<file path="src/logic/scs_pkg.sv">
package scs_pkg;
	// cycle timing
	localparam int CLK_HZ = 25_000_000;
	localparam int TICK_MS = 1;
	localparam int TICK_CYC = CLK_HZ / 1000 * TICK_MS;
	localparam int COMM_PERIOD_MS = 100;
	localparam int MIN_CYC_TOL_MS = 1;
	localparam logic [12:0] MAX_CYC_MIN_MS = 13'h0001;
	localparam logic [12:0] MAX_CYC_LIM_MS = 13'h1770;
	localparam logic [12:0] MAX_CYC_DEF_MS = 13'h0096;
	localparam logic [12:0] MIN_CYC_LO_MS = 13'h0001;
	localparam logic [7:0] COMM_PCT_DEF = 8'h0A;
	localparam logic [7:0] COMM_PCT_MAX = 8'h64;
	localparam logic [7:0] TERR_CODE_MAXCYC = 8'h01;

	// register byte offsets
	localparam logic [7:0] REG_CTRL = 8'h00;
	localparam logic [7:0] REG_MAXCYC = 8'h04;
	localparam logic [7:0] REG_MINCYC = 8'h08;
	localparam logic [7:0] REG_COMM = 8'h0C;
	localparam logic [7:0] REG_STATUS = 8'h10;
	localparam logic [7:0] REG_IRQ_STAT = 8'h14;
	localparam logic [7:0] REG_IRQ_MASK = 8'h18;
	localparam logic [7:0] REG_CYCTIME = 8'h1C;

	// control bit positions
	localparam int CTRL_HANDLER_EN = 0;
	localparam int CTRL_MINCYC_EN = 1;

	// interrupt status bit positions
	localparam int IRQ_OVERRUN = 0;
	localparam int IRQ_STOP = 1;
	localparam int IRQ_CYC_DONE = 2;
	localparam int IRQ_W = 3;

	localparam logic [1:0] RESP_OKAY = 2'h0;
	localparam logic [1:0] RESP_SLVERR = 2'h2;

	typedef enum logic [2:0] {
		SCS_STARTUP = 3'b000,
		SCS_WORK = 3'b001,
		SCS_PAD = 3'b011,
		SCS_COMM = 3'b010,
		SCS_HANDLER = 3'b110,
		SCS_STOP = 3'b100
	} scs_state_t;

	// sequencer handshake toward the program-execution engine
	typedef struct packed {
		logic startup_done;
		logic cycle_end;
		logic retrigger;
		logic in_handler;
		logic handler_done;
	} scs_seq_in_t;

	typedef struct packed {
		logic run;
		logic cycle_start;
		logic handler_go;
		logic pad_active;
		logic comm_slice;
		logic stopped;
	} scs_seq_out_t;
endpackage

</file>
<file path="src/logic/scs_supervisor.sv">
// Implementation choices: the address map and the AXI4-Lite register port.
`timescale 1ns/1ps
// Behaviour
// - supervise only after startup completes, every cycle
// - overrun without handler enters stop
// - overrun with handler dispatches handler
// - retrigger clears timer only from program cycle
// - second overrun without retrigger stops immediately
// - periodic communication slice sized by load percent
// - minimum cycle enforced within tolerance
// - spare time spent on diagnostics and communication
// - minimum overrun raises no reaction
// - max limit 1..6000 ms, default 150
// - minimum disabled by default, 1..max ms
// - no minimum means next cycle starts immediately
// - handler receives code for maximum cycle exceeded
module scs_supervisor #(
	parameter int TICK_CYC = scs_pkg::TICK_CYC,
	parameter int COMM_PERIOD_MS = scs_pkg::COMM_PERIOD_MS
) (
	// clock and reset
	input wire logic aclk,
	input wire logic aresetn,
	// axi4-lite write
	input wire logic [7:0] s_axi_awaddr,
	input wire logic s_axi_awvalid,
	output logic s_axi_awready,
	input wire logic [31:0] s_axi_wdata,
	input wire logic [3:0] s_axi_wstrb,
	input wire logic s_axi_wvalid,
	output logic s_axi_wready,
	output logic [1:0] s_axi_bresp,
	output logic s_axi_bvalid,
	input wire logic s_axi_bready,
	// axi4-lite read
	input wire logic [7:0] s_axi_araddr,
	input wire logic s_axi_arvalid,
	output logic s_axi_arready,
	output logic [31:0] s_axi_rdata,
	output logic [1:0] s_axi_rresp,
	output logic s_axi_rvalid,
	input wire logic s_axi_rready,
	// sequencer
	input wire scs_pkg::scs_seq_in_t seq_i,
	output scs_pkg::scs_seq_out_t seq_o,
	output logic [7:0] time_error_code,
	// interrupt
	output logic irq
);
	scs_pkg::scs_state_t state_r;
	logic [1:0] ctrl_r;
	logic [12:0] max_ms_r, min_ms_r;
	logic [7:0] comm_pct_r;
	logic [12:0] cyc_ms_r;
	logic [31:0] tick_r;
	logic tick;
	logic [12:0] period_ms_r, slice_ms_r;
	logic slice_r;
	logic overrun_armed_r;
	logic [scs_pkg::IRQ_W-1:0] ist_r, imask_r, ev;
	logic over;
	logic aw_ok_r, w_ok_r;
	logic [7:0] awaddr_r;
	logic [31:0] wdata_r;
	logic [3:0] wstrb_r;
	logic [12:0] slice_len;

	assign tick = (tick_r == 32'(TICK_CYC - 1));
	assign over = (cyc_ms_r >= max_ms_r) && tick;
	assign slice_len = 13'((32'(COMM_PERIOD_MS) * 32'(comm_pct_r)) / 32'd100);

	// millisecond prescaler runs in every state except startup, stop included
	always_ff @(posedge aclk) begin
		if (!aresetn || state_r == scs_pkg::SCS_STARTUP)
			tick_r <= '0;
		else if (tick)
			tick_r <= '0;
		else
			tick_r <= tick_r + 32'd1;
	end

	// cycle-duration timer
	always_ff @(posedge aclk) begin
		if (!aresetn)
			cyc_ms_r <= '0;
		else if (seq_o.cycle_start)
			cyc_ms_r <= '0;
		else if (seq_i.retrigger && !seq_i.in_handler &&
				state_r == scs_pkg::SCS_WORK)
			cyc_ms_r <= '0;
		// an overrun restarts the count, so a second needs a full limit
		else if (over)
			cyc_ms_r <= '0;
		else if (tick && state_r != scs_pkg::SCS_STOP &&
				cyc_ms_r != 13'h1FFF)
			cyc_ms_r <= cyc_ms_r + 13'h0001;
	end

	// communication slice: fixed period, length scaled by load percent
	always_ff @(posedge aclk) begin
		if (!aresetn || state_r == scs_pkg::SCS_STARTUP) begin
			period_ms_r <= '0;
			slice_ms_r <= '0;
			slice_r <= 1'b0;
		end else if (tick) begin
			if (period_ms_r == 13'(COMM_PERIOD_MS - 1)) begin
				period_ms_r <= '0;
				slice_ms_r <= slice_len;
				slice_r <= (slice_len != 13'h0000);
			end else begin
				period_ms_r <= period_ms_r + 13'h0001;
				if (slice_ms_r > 13'h0001)
					slice_ms_r <= slice_ms_r - 13'h0001;
				else begin
					slice_ms_r <= '0;
					slice_r <= 1'b0;
				end
			end
		end
	end

	// sequencing and overrun reaction
	always_ff @(posedge aclk) begin
		if (!aresetn) begin
			state_r <= scs_pkg::SCS_STARTUP;
			overrun_armed_r <= 1'b0;
			seq_o <= '0;
			time_error_code <= '0;
		end else begin
			seq_o.cycle_start <= 1'b0;
			seq_o.handler_go <= 1'b0;
			seq_o.pad_active <= 1'b0;
			if (seq_i.retrigger && !seq_i.in_handler)
				overrun_armed_r <= 1'b0;
			case (state_r)
			scs_pkg::SCS_STARTUP: begin
				if (seq_i.startup_done) begin
					state_r <= scs_pkg::SCS_WORK;
					seq_o.cycle_start <= 1'b1;
					seq_o.run <= 1'b1;
				end
			end
			scs_pkg::SCS_WORK, scs_pkg::SCS_HANDLER, scs_pkg::SCS_PAD: begin
				if (over && overrun_armed_r) begin
					state_r <= scs_pkg::SCS_STOP;
					seq_o.run <= 1'b0;
					seq_o.stopped <= 1'b1;
				end else if (over && state_r != scs_pkg::SCS_PAD &&
						!ctrl_r[scs_pkg::CTRL_HANDLER_EN]) begin
					state_r <= scs_pkg::SCS_STOP;
					seq_o.run <= 1'b0;
					seq_o.stopped <= 1'b1;
				end else if (over && state_r != scs_pkg::SCS_PAD) begin
					overrun_armed_r <= 1'b1;
					state_r <= scs_pkg::SCS_HANDLER;
					seq_o.handler_go <= 1'b1;
					time_error_code <= scs_pkg::TERR_CODE_MAXCYC;
				end else if (state_r == scs_pkg::SCS_HANDLER) begin
					if (seq_i.handler_done)
						state_r <= scs_pkg::SCS_WORK;
				end else if (state_r == scs_pkg::SCS_PAD) begin
					if (cyc_ms_r >= min_ms_r) begin
						state_r <= scs_pkg::SCS_WORK;
						seq_o.cycle_start <= 1'b1;
						overrun_armed_r <= 1'b0;
					end else begin
						seq_o.pad_active <= 1'b1;
					end
				end else if (seq_i.cycle_end) begin
					if (ctrl_r[scs_pkg::CTRL_MINCYC_EN] &&
							cyc_ms_r < min_ms_r) begin
						state_r <= scs_pkg::SCS_PAD;
						seq_o.pad_active <= 1'b1;
					end else begin
						// past the minimum: no reaction at all
						seq_o.cycle_start <= 1'b1;
						overrun_armed_r <= 1'b0;
					end
				end
			end
			scs_pkg::SCS_STOP: begin
				seq_o.run <= 1'b0;
				seq_o.stopped <= 1'b1;
			end
			default: state_r <= scs_pkg::SCS_STOP;
			endcase
			seq_o.comm_slice <= slice_r;
		end
	end

	// interrupt events
	always_comb begin
		ev = '0;
		ev[scs_pkg::IRQ_OVERRUN] = over && state_r != scs_pkg::SCS_STOP &&
			state_r != scs_pkg::SCS_STARTUP;
		ev[scs_pkg::IRQ_STOP] = ev[scs_pkg::IRQ_OVERRUN] &&
			(overrun_armed_r || (state_r != scs_pkg::SCS_PAD &&
			!ctrl_r[scs_pkg::CTRL_HANDLER_EN]));
		ev[scs_pkg::IRQ_CYC_DONE] = seq_o.cycle_start;
	end

	logic wr_go;
	assign wr_go = aw_ok_r && w_ok_r && !s_axi_bvalid;

	// axi write: address and data latched in any order
	always_ff @(posedge aclk) begin
		if (!aresetn) begin
			aw_ok_r <= 1'b0;
			w_ok_r <= 1'b0;
			awaddr_r <= '0;
			wdata_r <= '0;
			wstrb_r <= '0;
			s_axi_bvalid <= 1'b0;
			s_axi_bresp <= scs_pkg::RESP_OKAY;
		end else begin
			if (s_axi_awvalid && s_axi_awready) begin
				aw_ok_r <= 1'b1;
				awaddr_r <= s_axi_awaddr;
			end
			if (s_axi_wvalid && s_axi_wready) begin
				w_ok_r <= 1'b1;
				wdata_r <= s_axi_wdata;
				wstrb_r <= s_axi_wstrb;
			end
			if (wr_go) begin
				aw_ok_r <= 1'b0;
				w_ok_r <= 1'b0;
				s_axi_bvalid <= 1'b1;
				case (awaddr_r)
				scs_pkg::REG_CTRL, scs_pkg::REG_MAXCYC,
				scs_pkg::REG_MINCYC, scs_pkg::REG_COMM,
				scs_pkg::REG_IRQ_STAT, scs_pkg::REG_IRQ_MASK:
					s_axi_bresp <= scs_pkg::RESP_OKAY;
				scs_pkg::REG_STATUS, scs_pkg::REG_CYCTIME:
					s_axi_bresp <= scs_pkg::RESP_OKAY;
				default: s_axi_bresp <= scs_pkg::RESP_SLVERR;
				endcase
			end else if (s_axi_bvalid && s_axi_bready)
				s_axi_bvalid <= 1'b0;
		end
	end

	always_ff @(posedge aclk) begin
		if (!aresetn) begin
			s_axi_awready <= 1'b0;
			s_axi_wready <= 1'b0;
		end else begin
			s_axi_awready <= !aw_ok_r && !(s_axi_awvalid && s_axi_awready);
			s_axi_wready <= !w_ok_r && !(s_axi_wvalid && s_axi_wready);
		end
	end

	// configuration; limits clamp out-of-range values
	always_ff @(posedge aclk) begin
		if (!aresetn) begin
			ctrl_r <= '0;
			max_ms_r <= scs_pkg::MAX_CYC_DEF_MS;
			min_ms_r <= scs_pkg::MIN_CYC_LO_MS;
			comm_pct_r <= scs_pkg::COMM_PCT_DEF;
			imask_r <= '0;
		end else if (wr_go && wstrb_r[0]) begin
			case (awaddr_r)
			scs_pkg::REG_CTRL: ctrl_r <= wdata_r[1:0];
			scs_pkg::REG_MAXCYC: begin
				if (wdata_r[12:0] < scs_pkg::MAX_CYC_MIN_MS ||
						wdata_r[31:13] != '0)
					max_ms_r <= (wdata_r[31:13] != '0) ?
						scs_pkg::MAX_CYC_LIM_MS : scs_pkg::MAX_CYC_MIN_MS;
				else if (wdata_r[12:0] > scs_pkg::MAX_CYC_LIM_MS)
					max_ms_r <= scs_pkg::MAX_CYC_LIM_MS;
				else
					max_ms_r <= wdata_r[12:0];
			end
			scs_pkg::REG_MINCYC: begin
				if (wdata_r[12:0] < scs_pkg::MIN_CYC_LO_MS)
					min_ms_r <= scs_pkg::MIN_CYC_LO_MS;
				else if (wdata_r[12:0] > max_ms_r || wdata_r[31:13] != '0)
					min_ms_r <= max_ms_r;
				else
					min_ms_r <= wdata_r[12:0];
			end
			scs_pkg::REG_COMM: comm_pct_r <=
				(wdata_r[7:0] > scs_pkg::COMM_PCT_MAX) ?
				scs_pkg::COMM_PCT_MAX : wdata_r[7:0];
			scs_pkg::REG_IRQ_MASK: imask_r <= wdata_r[scs_pkg::IRQ_W-1:0];
			default: ;
			endcase
		end
	end

	// sticky status: hardware set beats write-one-to-clear
	always_ff @(posedge aclk) begin
		if (!aresetn)
			ist_r <= '0;
		else if (wr_go && wstrb_r[0] && awaddr_r == scs_pkg::REG_IRQ_STAT)
			ist_r <= (ist_r & ~wdata_r[scs_pkg::IRQ_W-1:0]) | ev;
		else
			ist_r <= ist_r | ev;
	end

	always_ff @(posedge aclk) begin
		if (!aresetn)
			irq <= 1'b0;
		else
			irq <= |(ist_r & imask_r);
	end

	// axi read
	always_ff @(posedge aclk) begin
		if (!aresetn) begin
			s_axi_arready <= 1'b0;
			s_axi_rvalid <= 1'b0;
			s_axi_rdata <= '0;
			s_axi_rresp <= scs_pkg::RESP_OKAY;
		end else begin
			s_axi_arready <= !s_axi_rvalid && !(s_axi_arvalid &&
				s_axi_arready);
			if (s_axi_arvalid && s_axi_arready) begin
				s_axi_rvalid <= 1'b1;
				s_axi_rresp <= scs_pkg::RESP_OKAY;
				case (s_axi_araddr)
				scs_pkg::REG_CTRL: s_axi_rdata <= {30'h0, ctrl_r};
				scs_pkg::REG_MAXCYC: s_axi_rdata <= {19'h0, max_ms_r};
				scs_pkg::REG_MINCYC: s_axi_rdata <= {19'h0, min_ms_r};
				scs_pkg::REG_COMM: s_axi_rdata <= {24'h0, comm_pct_r};
				scs_pkg::REG_STATUS: s_axi_rdata <= {16'h0,
					time_error_code, 1'b0, slice_r, overrun_armed_r,
					seq_o.run, 1'b0, 3'(state_r)};
				scs_pkg::REG_IRQ_STAT: s_axi_rdata <=
					{29'h0, ist_r};
				scs_pkg::REG_IRQ_MASK: s_axi_rdata <=
					{29'h0, imask_r};
				scs_pkg::REG_CYCTIME: s_axi_rdata <= {19'h0, cyc_ms_r};
				default: begin
					s_axi_rdata <= '0;
					s_axi_rresp <= scs_pkg::RESP_SLVERR;
				end
				endcase
			end else if (s_axi_rvalid && s_axi_rready)
				s_axi_rvalid <= 1'b0;
		end
	end
endmodule

</file>
<file path="config.mk">
export PLATFORM = sky130hd
export DESIGN_NAME = scs_supervisor
export DESIGN_NICKNAME = d
export VERILOG_FILES = /design/src/logic/scs_pkg.sv /design/src/logic/scs_supervisor.sv
export SDC_FILE = /design/constraint.sdc
export NUM_CORES = 1
export LEC_CHECK = 0
export BUFFER_PORTS_ARGS = -buffer_cell sky130_fd_sc_hd__buf_2
export CAP_MARGIN = 5
export CORE_MARGIN = 2
export CORE_UTILIZATION = 50
export CTS_CLUSTER_DIAMETER = 200
export DETAILED_ROUTE_END_ITERATION = 16
export PLACE_DENSITY = 0.71
export RECOVER_POWER = 100
export SLEW_MARGIN = 25
export SYNTH_ARGS = -nofsm -noshare
export SYNTH_HDL_FRONTEND = slang
export SYNTH_SLANG_ARGS = --single-unit
</file>
<file path="constraint.sdc">
create_clock -name aclk -period 12.2 [get_ports aclk]
set_clock_uncertainty 0.1 [all_clocks]
set_input_delay 0.61 -clock aclk [delete_from_list [all_inputs] [get_ports aclk]]
set_output_delay 0.61 -clock aclk [all_outputs]
set_load 0.05 [all_outputs]
</file>
==> summary.md <==
| Metric | Value |
|---|---|
| Status | `finished, violations left` |
| Violated checks | `capacitance limit, slew limit` |
| Pwr/cell area | `108 nW/um2` |
| Clk sink count | `190` |
| Fin area | `13600 um2` |
| Ant. Diodes | `0` |
| HPWL reported at the end of detailed placement | `23300 um` |
| CTS Hold Bufs | `0` |
| Fin crit period | `10.97 ns` |
| Vias/cell | `5.84` |
| Commonest non-fill, non-tap cell in the layout | `nand2_1` |
| Yosys warnings | `0` |
| Post-route ant nets | `0` |
| Final hold vios | `0` |
| Post CTS Setup Buffer Count | `0` |
| Max H-tree Level | `4` |
| Cells after Synth | `1566` |
| Antenna violations before repair | `0` |
| Buffers added on ports | `88` |
| Data arrival, critical path | `11.22 ns` |
| Gr ovfl total | `0` |
| WL met2 | `15000 um` |
| RSZ-0062 raised after global routing | `no` |
| Crit start category | `register` |
| Pin count of the biggest net entering global routing | `65` |
| Routed WL per cell | `16.3 um` |
| Worst Hold Class | `in2reg` |
| MaxCap Viol Count | `2` |
| TritonCTS clock tree | `built` |
| Via count | `11.4k` |
| Post-place instance area | `13000 um2` |
| Max Used Layer | `met4` |
| DP Worst Slack | `1.70 ns` |
| Sequential share of the synthesized area | `30.4%` |
| Worst relative slew slack | `-89.2%` |
| WL final | `31800 um` |
| Total power | `1.46 mW` |
| Root buffer cell | `clkbuf_16` |
| Total CTS buffers | `17` |
| Layout Utilization | `55.5%` |
| Number of synthesized register bits | `190` |
| I/O pin cnt | `120` |
| DR DRC count | `0` |
| Share of cells above drive strength 1 | `10.2%` |
| Kind of critical path | `reg2reg` |
| Post-Place Cells | `1914` |
| Initial core utilization | `51.2%` |
| Vias in the first global route | `10.6k` |
| Die Y-Extent | `162 um` |
| Most frequent CP cell | `ha_1` |
| Core area | `24500 um2` |
| First drt pass iteration count | `5` |
| CP bufs+invs | `1` |
| FFs w/ async S/R, synth | `0%` |
| NumNets Final | `1753` |
| Total track usage | `24.3%` |
| Critical path's slowest cell | `o311ai_2` |
| GP Congestion | `0.956` |
| Least-Margin Pin Slew | `2.84 ns` |
| Die W | `162 um` |
| Final Max Tran Viols | `98` |
| First-pass GRT wire length | `52800 um` |
| Top Family by Delay on Critical Path | `compound AO/OA/AOI/OAI gates` |
| Synthesized area | `12500 um2` |
| Post-CTS sizing | `0` |
| Commonest non-fill, non-tap cells in the layout | `nand2_1 (199), dfxtp_1 (190), nor2_1 (179), a21oi_1 (119), ha_1 (77)` |
| Cell variety after synth | `109` |
| WL met3 | `1690 um` |
| Initial DRC count | `842` |
| Maximum VDD drop | `0.104 mV` |
| Rows | `57` |
| Achievable Freq | `91.2 MHz` |
| M1 wire length | `14300 um` |
| Pleak | `5.13 nW` |
| Post-route clock period utilization | `89.9%` |
| Layout area overhead | `8.36%` |
| Crit-path max FO | `15` |
| Die footprint | `26300 um2` |
| Crit end category | `register` |
| Hold WS | `0.288 ns` |
| Final setup fails | `0` |
| Synth Flop Type | `dfxtp_1` |
| Worst Slack Setup Final | `1.23 ns` |
| Syn Area/Cell | `8.00 um2` |
| CP max stage delay | `0.92 ns` |
| Worst-path clk slew | `0.09 ns` |
| Worst Path Required | `12.45 ns` |
| Worst-skew pair later-pin latency | `0.45 ns` |
| Setup TNS | `0 ns` |
| Post-synth EDFFs | `0` |
| Final Non-Filler Cells | `1946` |
| Clock buffer depth | `2` |
==> Yosys cell counts (7+ instances only) <==
library cell | count | area [um2]
nand2b_1 | 19 | 119
a22oi_1 | 16 | 120
o211ai_1 | 10 | 75.1
inv_1 | 50 | 188
a21o_1 | 9 | 67.6
o21a_1 | 13 | 97.6
o22ai_1 | 23 | 144
ha_1 | 77 | 963
nor4_1 | 28 | 175
nand4_1 | 25 | 156
nor3_1 | 30 | 150
xor2_1 | 42 | 368
nor2_1 | 178 | 668
nand3_1 | 45 | 225
xnor2_1 | 39 | 342
or4_1 | 8 | 60.1
or2_2 | 8 | 50.1
and3_1 | 17 | 106
mux2i_1 | 24 | 240
a21oi_1 | 119 | 596
mux2_2 | 7 | 78.8
o21ai_0 | 58 | 290
clkbuf_1 | 52 | 195
nor2b_1 | 17 | 106
o21ai_1 | 8 | 40.0
a31oi_1 | 14 | 87.6
and2_1 | 23 | 144
or3_1 | 15 | 93.8
a211oi_1 | 9 | 67.6
nand2_1 | 200 | 751
buf_4 | 29 | 218
o31ai_1 | 8 | 60.1
dfxtp_1 | 190 | 3800
==> cell families after synthesis <==
group / count (synthesis) / synth area share (%)
simple gates: 643 / 24.6
compound gates: 373 / 20.5
flops: 190 / 30.4
buf+inv: 152 / 5.85
xor+xnor: 88 / 6.93
fa+ha+maj: 84 / 8.51
mux: 35 / 3.20
other cells: 1 / 0.0299
==> final cells by class <==
type,instances,area [um2]
fill,2298,10900
sequential,190,3800
tap,324,405
timing repair buffer,97,464
multi-input combinational,1251,8060
clock buffer,17,425
clock inverter,15,219
inverter,52,195
==> power by group <==
part / switching (mW) / internal, mW / total, mW
combinational: 0.146 / 0.0560 / 0.202
sequential: 0.0261 / 0.640 / 0.666
clock: 0.307 / 0.290 / 0.597
total: 0.479 / 0.986 / 1.46
==> layer usage <==
layer / track usage, % / vias to the layer above
met5: 0 / -
met1: 32.1 / 5290
met2: 41.1 / 372
met3: 3.24 / 61
met4: 7.56 / 0
li1: - / 5640
==> final timing paths <==
kind | start | end | slack (ns) | cells past startpoint
worst max-delay path | comm_pct_r[2] | slice_ms_r[0] | 1.23 | 31
worst min-delay path | s_axi_wdata[19] | wdata_r[19] | 0.29 | 3
worst max register to register | comm_pct_r[2] | slice_ms_r[0] | 1.23 | 31
worst min register to register | aw_ok_r | s_axi_awready | 0.35 | 1
==> worst register-to-register path: cells and delay by family, from the launching register on <==
family	cells	cell delay, ns
compound gates	15	4.33
simple gates	6	2.41
fa+ha+maj	5	1.69
xor+xnor	3	1.16
flops	1	0.85
buf+inv	1	0.23
mux	1	0.11
==> state kept, by name (all words and copies together) (netlist names), 6 cells and up, named ones only <==
register and count:
max_ms_r 13, comm_pct_r 8, period_ms_r 13, min_ms_r 13, wdata_r 32, s_axi_rdata 13
cyc_ms_r 13, slice_ms_r 13, tick_r 32, awaddr_r 8, seq_o 6
Note: power is estimated with default switching activity, not from simulation.
